--- src/wdt_cfg.svh ---
`ifndef WDT_CFG_SVH
`define WDT_CFG_SVH
// ----------------------------------------
// timing and widths
// ----------------------------------------
`define WDT_CNT_W 16
`define WDT_DIV 2'h3
`define WDT_ZERO 16'h0000
`define WDT_ONE 16'h0001
`define WDT_KEY_A 8'haa
`define WDT_KEY_B 8'h55
`endif

--- src/wdt_pkg.sv ---
package wdt_pkg;
  typedef enum logic [1:0] {WDT_EVENT, WDT_GATED, WDT_RETRIG, WDT_TRIG} wdt_mode_t;
  typedef enum {WDT_KEY_IDLE, WDT_KEY_GOT_A} wdt_key_t;
endpackage : wdt_pkg

--- src/wdt_timer.sv ---
`timescale 1ns/10ps
`include "wdt_cfg.svh"
// How it works
// - enable bit and two mode bits pick event, gated, retrigger, trigger or clock
// - internal clock source decrements once every four system clocks
// - event mode decrements on each input falling edge while run bit set
// - gated mode decrements at divided rate while input and run both high
// - retrigger mode reloads on run rising edge and input falls while running
// - trigger mode loads on first input fall, then counts; later edges ignored
// - every underflow reloads counter from the software reload latch
// - single-shot mode clears run bit at end of count
// - continuous mode reloads and keeps counting at end of count
// - run bit rising edge copies latch into counter
// - output pin changes at end of count only when output enabled
// - output mode picks copy of output value bit or inversion of the current pin level
// - end of count pulses a borrowed interrupt request, no vector here
// - output pin and interrupt request change on the same event
// - watchdog counter reaching zero raises a system reset request
module wdt_timer (
  // clock and reset
  input wire logic clk_sys,
  input wire logic rst,
  // control bits
  input wire logic input_enable_bit,
  input wire logic input_mode_bit_a,
  input wire logic input_mode_bit_b,
  input wire logic single_mode_bit,
  input wire logic output_enable_bit,
  input wire logic output_mode_bit,
  input wire logic output_value_bit,
  input wire logic watchdog_enable_bit,
  // run bit: software set pulse, read back level
  input wire logic run_set,
  input wire logic run_clear,
  output logic run_bit,
  // reload byte writes
  input wire logic reload_high_wr,
  input wire logic reload_low_wr,
  input wire logic [7:0] wr_data,
  // pins
  input wire logic count_input_pin,
  output logic timer_output_pin,
  // status
  output logic [15:0] count_value,
  output logic end_of_count,
  output logic watchdog_reset
);
  // ----------------------------------------
  // input synchroniser and edge detect
  // ----------------------------------------
  logic [2:0] pin_sync_ff;
  logic pin_lvl_ff;
  always_ff @(posedge clk_sys)
  begin
    if (rst)
    begin
      pin_sync_ff <= 3'h7;
      pin_lvl_ff <= 1'h1;
    end
    else
    begin
      pin_sync_ff <= {pin_sync_ff[1:0], count_input_pin};
      if (pin_sync_ff[1] == pin_sync_ff[2])
        pin_lvl_ff <= pin_sync_ff[2];
    end
  end
  wire pin_agree = (pin_sync_ff[1] == pin_sync_ff[2]);
  wire pin_fall = pin_agree & pin_lvl_ff & ~pin_sync_ff[2];
  wire pin_high = pin_lvl_ff;

  // ----------------------------------------
  // mode decode and prescaler
  // ----------------------------------------
  wdt_pkg::wdt_mode_t mode;
  assign mode = wdt_pkg::wdt_mode_t'({input_mode_bit_a, input_mode_bit_a ^ input_mode_bit_b});
  // 00 event, 01 gated, 11 retrig (enc 10), 10 trig (enc 11)
  wire m_event = input_enable_bit & (mode == wdt_pkg::WDT_EVENT);
  wire m_gated = input_enable_bit & (mode == wdt_pkg::WDT_GATED);
  wire m_retrig = input_enable_bit & (mode == wdt_pkg::WDT_RETRIG);
  wire m_trig = input_enable_bit & (mode == wdt_pkg::WDT_TRIG);

  logic [1:0] div_ff;
  always_ff @(posedge clk_sys)
  begin
    if (rst)
      div_ff <= 2'h0;
    else
      div_ff <= div_ff + 2'h1;
  end
  wire div_tick = (div_ff == `WDT_DIV);

  // ----------------------------------------
  // run bit, latch, counter
  // ----------------------------------------
  logic run_ff;
  logic run_d_ff;
  logic armed_ff;
  logic [15:0] latch_ff;
  logic [15:0] cnt_ff;
  logic out_ff;
  logic eoc_ff;
  logic wdr_ff;
  wdt_pkg::wdt_key_t key_ff;

  wire run_rise = run_ff & ~run_d_ff;
  wire dec = run_ff & ~run_rise & (
    (m_event & pin_fall) |
    (m_gated & pin_high & div_tick) |
    (m_retrig & div_tick) |
    (m_trig & armed_ff & div_tick) |
    (~input_enable_bit & div_tick));
  wire eoc = dec & (cnt_ff == `WDT_ZERO);
  wire retrig_load = m_retrig & run_ff & pin_fall;
  wire trig_load = m_trig & run_ff & ~armed_ff & pin_fall;
  wire load = run_rise | retrig_load | trig_load | eoc;
  wire wd_zero = watchdog_enable_bit & dec & (cnt_ff == `WDT_ONE);
  wire key_ok = reload_low_wr & (wr_data == `WDT_KEY_B) & (key_ff == wdt_pkg::WDT_KEY_GOT_A);

  always_ff @(posedge clk_sys)
  begin
    if (rst)
    begin
      run_ff <= 1'h0;
      run_d_ff <= 1'h0;
    end
    else
    begin
      // single-shot end of count wins over a software set in the same cycle
      if (eoc & single_mode_bit)
        run_ff <= 1'h0;
      else if (run_set)
        run_ff <= 1'h1;
      else if (run_clear)
        run_ff <= 1'h0;
      run_d_ff <= run_ff;
    end
  end

  always_ff @(posedge clk_sys)
  begin
    if (rst)
      armed_ff <= 1'h0;
    else if (~run_ff | ~m_trig)
      armed_ff <= 1'h0;
    else if (trig_load)
      armed_ff <= 1'h1;
  end

  always_ff @(posedge clk_sys)
  begin
    if (rst)
      latch_ff <= 16'hffff;
    else if (reload_high_wr)
      latch_ff <= {wr_data, latch_ff[7:0]};
    else if (reload_low_wr)
      latch_ff <= {latch_ff[15:8], wr_data};
  end

  // key sequence restarts the watchdog count from the latch
  always_ff @(posedge clk_sys)
  begin
    if (rst)
      key_ff <= wdt_pkg::WDT_KEY_IDLE;
    else if (reload_low_wr)
      key_ff <= (wr_data == `WDT_KEY_A) ? wdt_pkg::WDT_KEY_GOT_A : wdt_pkg::WDT_KEY_IDLE;
  end

  always_ff @(posedge clk_sys)
  begin
    if (rst)
      cnt_ff <= 16'hffff;
    else if (load | (watchdog_enable_bit & key_ok))
      cnt_ff <= latch_ff;
    else if (dec)
      cnt_ff <= cnt_ff - `WDT_ONE;
  end

  // ----------------------------------------
  // output pin and end of count
  // ----------------------------------------
  wire nxt_out = output_mode_bit ? ~out_ff : output_value_bit;
  always_ff @(posedge clk_sys)
  begin
    if (rst)
    begin
      out_ff <= 1'h0;
      eoc_ff <= 1'h0;
      wdr_ff <= 1'h0;
    end
    else
    begin
      if (eoc & output_enable_bit)
        out_ff <= nxt_out;
      eoc_ff <= eoc;
      wdr_ff <= wd_zero;
    end
  end

  assign run_bit = run_ff;
  assign timer_output_pin = out_ff;
  assign count_value = cnt_ff;
  assign end_of_count = eoc_ff;
  assign watchdog_reset = wdr_ff;
endmodule : wdt_timer
--- config.mk ---
export PLATFORM = sky130hd
export DESIGN_NAME = wdt_timer
export DESIGN_NICKNAME = d
export VERILOG_FILES = /design/src/wdt_pkg.sv /design/src/wdt_timer.sv
export VERILOG_INCLUDE_DIRS = /design/src
export SDC_FILE = /design/constraint.sdc
export NUM_CORES = 1
export LEC_CHECK = 0
export BUFFER_PORTS_ARGS = -buffer_cell sky130_fd_sc_hd__clkbuf_2
export CAP_MARGIN = 20
export CORE_MARGIN = 2
export CORE_UTILIZATION = 35
export DETAILED_ROUTE_END_ITERATION = 16
export PLACE_DENSITY = 0.65
export SYNTH_ARGS = -nofsm -noshare
export SYNTH_HDL_FRONTEND = slang
export SYNTH_SLANG_ARGS = --single-unit
export TNS_END_PERCENT = 30
--- constraint.sdc ---
create_clock -name clk_sys -period 2.6 [get_ports clk_sys]
set_input_delay 0.13 -clock clk_sys [delete_from_list [all_inputs] [get_ports clk_sys]]
set_output_delay 0.13 -clock clk_sys [all_outputs]
set_load 0.005 [all_outputs]
==> results of run 1 <==
==> through the flow <==
step	instances	util, %	setup WS (ps)	instance area (um^2)	power, W
CTS	369	43.3	379	2550	0.00132
detailed placement	359	41.5	381	2440	0.000887
global placement	359	41.5	446	2440	0.000884
finish	369	43.3	378	2550	0.00131
global route	369	43.3	221	2550	0.00137
floorplan	244	-	447	2130	0.000827
==> cells by family (layout without fill, tap and decap cells) <==
logic type | Yosys count | count (layout) | share of synthesized area [%]
simple gates | 101 | 101 | 25.6
compound gates | 59 | 59 | 18.2
flops | 45 | 45 | 42.4
buf+inv | 17 | 67 | 3.41
mux | 15 | 15 | 7.06
xor+xnor | 4 | 4 | 1.65
fa+ha+maj | 3 | 3 | 1.76
==> power groups by stage <==
stage	clock, W	combinational, W	sequential (W)
2_1_floorplan	0	0.0000748	0.000752
3_3_place_gp	0	0.000124	0.000760
3_5_place_dp	0	0.000126	0.000760
4_1_cts	0.000446	0.000129	0.000745
5_1_grt	0.000476	0.000143	0.000749
6_report	0.000435	0.000128	0.000745
==> worst max path at each step <==
stage | startpoint | to | slack, ps
after floorplan | pin_high$_SDFFE_PP1N_ | count_value[15]$_SDFFE_PP1P_ | 450
after global placement | pin_high$_SDFFE_PP1N_ | count_value[14]$_SDFFE_PP1P_ | 450
after detailed placement | pin_high$_SDFFE_PP1N_ | count_value[15]$_SDFFE_PP1P_ | 380
after CTS | pin_high$_SDFFE_PP1N_ | count_value[15]$_SDFFE_PP1P_ | 380
after global routing | count_value[0]$_SDFFE_PP1P_ | count_value[4]$_SDFFE_PP1P_ | 220
final | pin_high$_SDFFE_PP1N_ | count_value[15]$_SDFFE_PP1P_ | 380
==> what timing repair did <==
item / in CTS / in global routing
endpoints found under the hold margin: 2 / 0
resized for setup: 0 / 0
hold buffers: 2 / 0
==> final cells by class <==
type,instances,area share (%)
inverters,8,1.18
clock inverters,2,0.589
clock buffers,6,2.85
well taps,75,3.68
flip-flops and latches,45,35.3
multi-input cells,182,45.3
repair buffers,51,11.1
==> state kept, by name (all words and copies together), names as in the netlist, 2 cells and up <==
name	cells
count_value	16
latch_ff	16
div_ff	2
pin_sync_ff	3
==> per-layer routing <==
layer,track usage (%),vias up,share of wire [%]
li1,-,997,-
met1,25.1,935,46
met2,28.0,71,45
met3,3.30,9,7.1
met4,7.67,0,2.0
met5,0,-,0
==> tightest hold or removal path: stages <==
cell                       delay, ps
sky130_fd_sc_hd__clkbuf_2        110
sky130_fd_sc_hd__mux2i_1          70
sky130_fd_sc_hd__nand2_1          60
==> cells in the final DEF (no fill, tap or decap), types with 6 or more instances in the layout <==
master and instances:
sky130_fd_sc_hd__mux2i_1 15, sky130_fd_sc_hd__nand3_1 10, sky130_fd_sc_hd__clkbuf_2 42, sky130_fd_sc_hd__nor2_1 20, sky130_fd_sc_hd__buf_4 7, sky130_fd_sc_hd__inv_1 8
sky130_fd_sc_hd__o21ai_0 9, sky130_fd_sc_hd__a21oi_1 17, sky130_fd_sc_hd__a31oi_1 6, sky130_fd_sc_hd__dfxtp_1 45, sky130_fd_sc_hd__nor3_1 8, sky130_fd_sc_hd__nand2_1 28
==> reports/results.ini, run 1 <==
[synthesis]
synth_cells = 244
synth-seq-cells = 45
synth.most_common_cell = sky130_fd_sc_hd__dfxtp_1
synth_edf_count = 0
dominantRegCellSynth = sky130_fd_sc_hd__dfxtp_1
synth.top_cells.by_count = 45 x sky130_fd_sc_hd__dfxtp_1, 28 x sky130_fd_sc_hd__nand2_1, 20 x sky130_fd_sc_hd__nor2_1, 17 x sky130_fd_sc_hd__a21oi_1, 15 x sky130_fd_sc_hd__mux2i_1
ys.warnings.count = 0
synth_top_cell_area_share_pct = 42.4
top_cell_type_by_total_area_after_synthesis = sky130_fd_sc_hd__dfxtp_1
async_sr_flop_fraction_pct = 0
netlist-cell-type-count = 51
synth.yosys.seq_area_share_pct = 42.4
mean_post_synth_cell_area_um2 = 8.72
synthesized_netlist_net_count = 270
synth_top_cells_by_area = sky130_fd_sc_hd__dfxtp_1 42%, sky130_fd_sc_hd__mux2i_1 7.1%, sky130_fd_sc_hd__nand2_1 4.9%
syn_area_um2 = 2130

[cells_and_area]
multiInputGateArea_um2 = 1150
final_net_count = 319
areaGrowthSynthToFinish_pct = 19.8
drive_gt1_share_pct = 22.4
num-fill-cells = 623
diodes = 0
ff_latch_area_um2 = 901

[sta]
worst_max_slew_pin_slew_ps = 503
maxSlewHeadroom_pct = 65.6
rsz0062_at_grt = no
timing.hold.ws_ps = 83.7
setup_failing_eps_final = 0
period_minus_slack_ps = 2220
final-hold-violation-count = 0
clock-skew-final_ps = 6.78
setup_total_negative_slack_ps = 0
period_utilisation_layout_pct = 85.5
max_freq_mhz = 450
timing.final.max_slew_violations = 0

[critical_path]
timing.critical_path.max_delay_family = simple AND/OR/NAND/NOR gates
end_of_the_worst_register_to_register_path = count_value[15]$_SDFFE_PP1P_
path_class = register to register
critPathSlowestCell = sky130_fd_sc_hd__or3b_4
critical_path.reg2reg.startpoint = pin_high$_SDFFE_PP1N_
critPathCaptureType = register
critPathRequiredTime_ps = 2770
ordered_list_of_cells_on_the_worst_path = or3b_4, or3_4, and2_4, or3_4, nor3_4, a41oi_1
crit_buf_inv = 0
crit_path_max_fanout = 8
start_kind = register
critical-path-max-stage-delay_ps = 420
critical_path.most_common_cell = sky130_fd_sc_hd__or3_4
cp.depth = 6
r2r.worst_path.cells = 6
worstPathArrival_ps = 2400
setup.reg_to_reg.worst_slack_ps = 380

[floorplanning]
floorplan.rows = 28
die-width_um = 82.0
core_area_um2 = 5890
initial_utilization_pct = 36.1
floorplan.io_pins = 43
vertical_extent_of_the_die_um = 82.0
fp.dieArea_um2 = 6720

[worst_hold_path]
hold_path.startpoint = wr_data[5]
min_path_cells = 3
worstHoldPathType = primary input to register
hold-path-endpoint = latch_ff[13]$_SDFFE_PP1P_

[clock_tree]
clockRootBuffer = sky130_fd_sc_hd__clkbuf_8
tritoncts_num_sinks = 45
clock_latency_ps = 300
cts-root-to-sink-buffers = 2
cts_made_buffers = 5
postCtsSetupRepairBufs = 0
path_clk_slew_ps = 90
tritoncts = built
cts.htree.levels = 2

[power_and_ir_drop]
pwr-share-clk_pct = 33.2
power.internal_w = 0.000968
switching_share_pct = 26.0
p_switching_w = 0.000340
seq_power_share_pct = 57.0
power.density_cell_area_nw_per_um2 = 513
pwr-share-comb_pct = 9.8
leakage_dissipation_nw = 1.01
ir_drop_mv = 0.179

[global_routing]
grt_max_degree = 18
grt_pass1_vias = 1817
first_pass_grt_wire_length_um = 9190
overflow = 0
groute.usage.overall_pct = 18.2
number_of_antenna_violations_at_the_first_check_in_global_routing = 0

[flow_run]
cap_viol_max_count = 0

[routing]
drt_pre_antenna_iters = 4
drc_errors = 0
routed_wire_length_per_instance_um = 15.3
drt_first_iter_violations = 201
postRouteAntennaNets = 0
via_count = 2012
drt-vias-per-instance = 5.45
wl_um = 5640

[placement]
globalplace.congestion = 0.920
dpl.hpwl_um = 4270
number_of_input_and_output_port_buffers_inserted = 42

[outcome]
outcome = finished clean

(Power assumes the default switching activity.)
==> run 2: changes to the inputs <==
- RECOVER_POWER: default -> 25
==> run 2 against run 1 <==
Effect of this change: routed wire length up 1.1%; first-iteration DRC count fell by 1.0%; sequential share of layout area is 0.10 points higher; critical path depth unchanged; clock power is essentially flat; count of clock-buffer cells in the layout stayed put; cell count did not move; power decreased by 0.22%; register-to-register slack about the same; highest routed layer unchanged; combinational power barely moved; die area is the same.
==> reports/results.ini, run 2 (synthesized netlist as in run 1, its figures left out) <==
[sta]
period_utilisation_layout_pct = 85.5
setup_total_negative_slack_ps = 0
setup_failing_eps_final = 0
max_freq_mhz = 450
final-hold-violation-count = 0
clock-skew-final_ps = 7.23
worst_max_slew_pin_slew_ps = 587
rsz0062_at_grt = no
maxSlewHeadroom_pct = 60.8
period_minus_slack_ps = 2220
timing.final.max_slew_violations = 0

[critical_path]
critPathSlowestCell = sky130_fd_sc_hd__or3b_4
start_kind = register
crit_path_max_fanout = 8
setup.reg_to_reg.worst_slack_ps = 380
critical_path.reg2reg.startpoint = pin_high$_SDFFE_PP1N_
critPathCaptureType = register
critical_path.most_common_cell = sky130_fd_sc_hd__or3_4
critical-path-max-stage-delay_ps = 410
critPathRequiredTime_ps = 2770
r2r.worst_path.cells = 6
end_of_the_worst_register_to_register_path = count_value[15]$_SDFFE_PP1P_
path_class = register to register
ordered_list_of_cells_on_the_worst_path = or3b_4, or3_4, and2_4, or3_4, nor3_4, a41oi_1
worstPathArrival_ps = 2400

[cells_and_area]
mostFrequentLayoutCell = sky130_fd_sc_hd__dfxtp_1
final_net_count = 319
layout.cells.most_common_list = 45 x sky130_fd_sc_hd__dfxtp_1, 42 x sky130_fd_sc_hd__clkbuf_2, 28 x sky130_fd_sc_hd__nand2_1
areaGrowthSynthToFinish_pct = 19.5
drive_gt1_share_pct = 21.8
utilization_pct = 43.2
diodes = 0

[worst_hold_path]
hold_path.startpoint = wr_data[5]
worstHoldPathType = primary input to register
hold-path-endpoint = latch_ff[13]$_SDFFE_PP1P_
min_path_cells = 3

[floorplanning]
die-width_um = 82.0
core_area_um2 = 5890
initial_utilization_pct = 36.1
floorplan.io_pins = 43
fp.dieArea_um2 = 6720
floorplan.rows = 28
vertical_extent_of_the_die_um = 82.0

[clock_tree]
cts-root-to-sink-buffers = 2
tritoncts = built
cts_made_buffers = 5
tritoncts_num_sinks = 45
clock_latency_ps = 300
clockRootBuffer = sky130_fd_sc_hd__clkbuf_8
path_clk_slew_ps = 90
postCtsSetupRepairBufs = 0
cts.htree.levels = 2

[routing]
wl_um = 5700
postRouteAntennaNets = 0
drt-vias-per-instance = 5.47
drt_pre_antenna_iters = 4
routed_wire_length_per_instance_um = 15.4
drt_first_iter_violations = 199
via_count = 2017
drc_errors = 0

[power_and_ir_drop]
ir_drop_mv = 0.178
leakage_dissipation_nw = 1.00
power.density_cell_area_nw_per_um2 = 513

[placement]
globalplace.congestion = 0.920
number_of_input_and_output_port_buffers_inserted = 42
dpl.hpwl_um = 4270

[global_routing]
first_pass_grt_wire_length_um = 9190
groute.usage.overall_pct = 18.2
grt_max_degree = 18
overflow = 0
grt_pass1_vias = 1817
number_of_antenna_violations_at_the_first_check_in_global_routing = 0

[flow_run]
cap_viol_max_count = 0

[outcome]
outcome = finished clean

-- run 2: changes by cell type in the layout (fill, tap and decap cells not counted), sizes merged --
cell | previous run | this run
buf | 7 | 5
clkbuf | 48 | 50
-- run 2: final cells by class --
| type | count | area [um^2] |
|---|---|---|
| multi-input cells | 182 | 1150 |
| clock buffers | 6 | 72.6 |
| flip-flops and latches | 45 | 901 |
| repair buffers | 51 | 275 |
| well taps | 75 | 93.8 |
| inverters | 8 | 30.0 |
| clock inverters | 2 | 15.0 |
| fillers | 625 | 3340 |
-- run 2: metal layers --
layer / global-route usage, % / vias to the layer above / wire length [um]
li1: - / 996 / -
met1: 25.1 / 931 / 2710
met2: 28.0 / 80 / 2470
met3: 3.30 / 10 / 381
met4: 7.67 / 0 / 138
met5: 0 / - / 0
-- run 2: worst max-delay path by stage --
| stage | from | to | cells after the start | slack [ps] |
|---|---|---|---|---|
| 6_report | pin_high$_SDFFE_PP1N_ | count_value[15]$_SDFFE_PP1P_ | 6 | 380 |
| 5_1_grt | count_value[0]$_SDFFE_PP1P_ | count_value[4]$_SDFFE_PP1P_ | 8 | 220 |
| 4_1_cts | pin_high$_SDFFE_PP1N_ | count_value[15]$_SDFFE_PP1P_ | 6 | 380 |
| 3_5_place_dp | pin_high$_SDFFE_PP1N_ | count_value[15]$_SDFFE_PP1P_ | 6 | 380 |
| 3_3_place_gp | pin_high$_SDFFE_PP1N_ | count_value[14]$_SDFFE_PP1P_ | 6 | 450 |
| 2_1_floorplan | pin_high$_SDFFE_PP1N_ | count_value[15]$_SDFFE_PP1P_ | 7 | 450 |
-- run 2: metrics by stage --
stage               total power [W]  worst slack [ps]  hold WS (ps)  std cells  area (um^2)
CTS                         0.00132               379          74.8        369         2550
global placement           0.000884               446           311        359         2440
floorplan                  0.000827               447           227        244         2130
global route                0.00137               221          85.1        369         2540
detailed placement         0.000887               381           318        359         2440
finish                      0.00130               376          84.6        369         2540
-- run 2: critical path: cells and delay by family, from the launching register on --
family / cells / cell delay [ps]
DFF: 1 / 370
and+or+nand+nor: 5 / 1570
AOI/OAI and AO/OA: 1 / 150
-- run 2: power by group --
group          internal [W]  leakage [nW]  switching (W)
clock              0.000190        0.0374       0.000243
combinational     0.0000593         0.597      0.0000675
sequential         0.000717         0.369      0.0000276
-- run 2: repair_timing --
action                    in CTS  in global routing
hold endpoints to repair       2                  0
gates resized for setup        0                  0
hold buffers                   2                  0
==> run 3: changes to the inputs <==
- CORE_ASPECT_RATIO: default -> 0.75
- SLEW_MARGIN: default -> 20
==> run 3 against run 2 <==
Effect of this change: register-to-register slack barely moved; clock power grew 3%; via count down 3.5%; cell count unchanged; utilization about the same; largest cell class unchanged.
==> reports/results.ini, run 3 (synthesized netlist as in run 1, its figures left out) <==
[routing]
met3_length_um = 380
drt_pre_antenna_iters = 5
met2RoutedLength_um = 2160
drt_first_iter_violations = 158
routed.top_layer = met4
via_count = 1947
postRouteAntennaNets = 0
routed_wire_length_per_instance_um = 14.8
wl_um = 5450
drt-vias-per-instance = 5.28
drc_errors = 0
met1Wirelength_um = 2900

[clock_tree]
cts.htree.levels = 2
clockRootBuffer = sky130_fd_sc_hd__clkbuf_8
cts_made_buffers = 5
post_cts.resized_instances = 0
clock_latency_ps = 300
cts_hold_repair.buffers = 0
postCtsSetupRepairBufs = 0
cts-root-to-sink-buffers = 2
tritoncts_num_sinks = 45
tritoncts = built
path_clk_slew_ps = 90

[critical_path]
crit_path_max_fanout = 8
critPathRequiredTime_ps = 2770
critical_path.reg2reg.startpoint = pin_high$_SDFFE_PP1N_
start_kind = register
worstPathArrival_ps = 2390
r2r.worst_path.cells = 6
source_of_the_critical_timing_path = pin_high$_SDFFE_PP1N_
path_class = register to register
critPathCaptureType = register

[sta]
setup_failing_eps_final = 0
max_freq_mhz = 449
maxSlewHeadroom_pct = 37.2
period_utilisation_layout_pct = 85.6
clock-skew-final_ps = 6.54
setup_total_negative_slack_ps = 0
final-hold-violation-count = 0
worst_max_slew_pin_slew_ps = 942
timing.final.max_slew_violations = 0
period_minus_slack_ps = 2230
rsz0062_at_grt = no

[global_routing]
number_of_antenna_violations_at_the_first_check_in_global_routing = 0
grt_pass1_vias = 1771
first_pass_grt_wire_length_um = 8840
groute.usage.overall_pct = 16.7
grt_max_degree = 21
overflow = 0

[cells_and_area]
areaGrowthSynthToFinish_pct = 18.8
mostFrequentLayoutCell = sky130_fd_sc_hd__dfxtp_1
drive_gt1_share_pct = 22.0
layout.cells.most_common_list = 45 x sky130_fd_sc_hd__dfxtp_1, 41 x sky130_fd_sc_hd__clkbuf_2, 28 x sky130_fd_sc_hd__nand2_1
final_net_count = 316
num-fill-cells = 596
diodes = 0

[worst_hold_path]
hold_path.startpoint = count_input_pin
min_path_cells = 2
worstHoldPathType = primary input to register

[floorplanning]
floorplan.rows = 24
floorplan.io_pins = 43
initial_utilization_pct = 36.3
fp.dieArea_um2 = 6720
die-width_um = 94.0
vertical_extent_of_the_die_um = 71.5
core_area_um2 = 5860

[power_and_ir_drop]
power.density_cell_area_nw_per_um2 = 520
power_after_layout_w = 0.00131
ir_drop_mv = 0.167
leakage_dissipation_nw = 0.999

[placement]
globalplace.congestion = 0.884
number_of_input_and_output_port_buffers_inserted = 42
dpl.hpwl_um = 4200

[flow_run]
cap_viol_max_count = 0

[outcome]
outcome = finished clean

-- run 3: changes by cell type in the layout (fill, tap and decap cells not counted), sizes merged --
| cell | before | now |
|---|---|---|
| clkinv | 0 | 1 |
| dlygate4sd3 | 2 | 0 |
| clkinvlp | 2 | 1 |
| inv | 8 | 9 |
| clkbuf | 50 | 48 |
-- run 3: path summary, 6_finish.rpt --
| path | end | slack [ps] |
|---|---|---|
| setup / recovery | count_value[15]$_SDFFE_PP1P_ | 370 |
| hold / removal | pin_sync_ff[0]$_SDFF_PP1_ | 10 |
| setup reg to reg | count_value[15]$_SDFFE_PP1P_ | 370 |
| hold reg to reg | pin_sync_ff[1]$_SDFF_PP1_ | 430 |
-- run 3: power by group --
part / internal (W) / total (W) / switching (W)
Sequential: 0.000718 / 0.000746 / 0.0000282
Combinational: 0.0000568 / 0.000124 / 0.0000674
Clock: 0.000194 / 0.000445 / 0.000251
-- run 3: metal layers --
| layer | GRT usage [%] | vias up |
|---|---|---|
| met5 | 0 | - |
| met4 | 2.42 | 0 |
| met3 | 4.10 | 2 |
| met2 | 22.9 | 69 |
| met1 | 26.7 | 890 |
| li1 | - | 986 |
-- run 3: critical path: stages, from the launching register on --
cell and delay [ps]:
sky130_fd_sc_hd__dfxtp_1 380, sky130_fd_sc_hd__or3b_4 420, sky130_fd_sc_hd__or3_4 410, sky130_fd_sc_hd__and2_4 200
sky130_fd_sc_hd__or3_4 390, sky130_fd_sc_hd__nor3_4 160, sky130_fd_sc_hd__a41oi_1 140
-- run 3: through the flow --
step | util, % | area (um^2) | hold WS (ps) | setup slack [ps] | cells
2_1_floorplan | - | 2130 | 227 | 447 | 244
4_1_cts | 43.2 | 2530 | 8.36 | 373 | 369
3_3_place_gp | 41.6 | 2440 | 316 | 439 | 361
6_report | 43.1 | 2530 | 12.3 | 374 | 369
5_1_grt | 43.1 | 2530 | 16.5 | 201 | 369
3_5_place_dp | 41.6 | 2440 | 321 | 387 | 361
-- run 3: area by class of cell --
type,count,area (um^2),share of cell area (%)
multi-input combinational,182,1150,45.7
clock buffer,5,68.8,2.72
clock inverter,3,25.0,0.991
tap,78,97.6,3.86
sequential,45,901,35.7
inverter,8,30.0,1.19
timing repair buffer,48,250,9.91
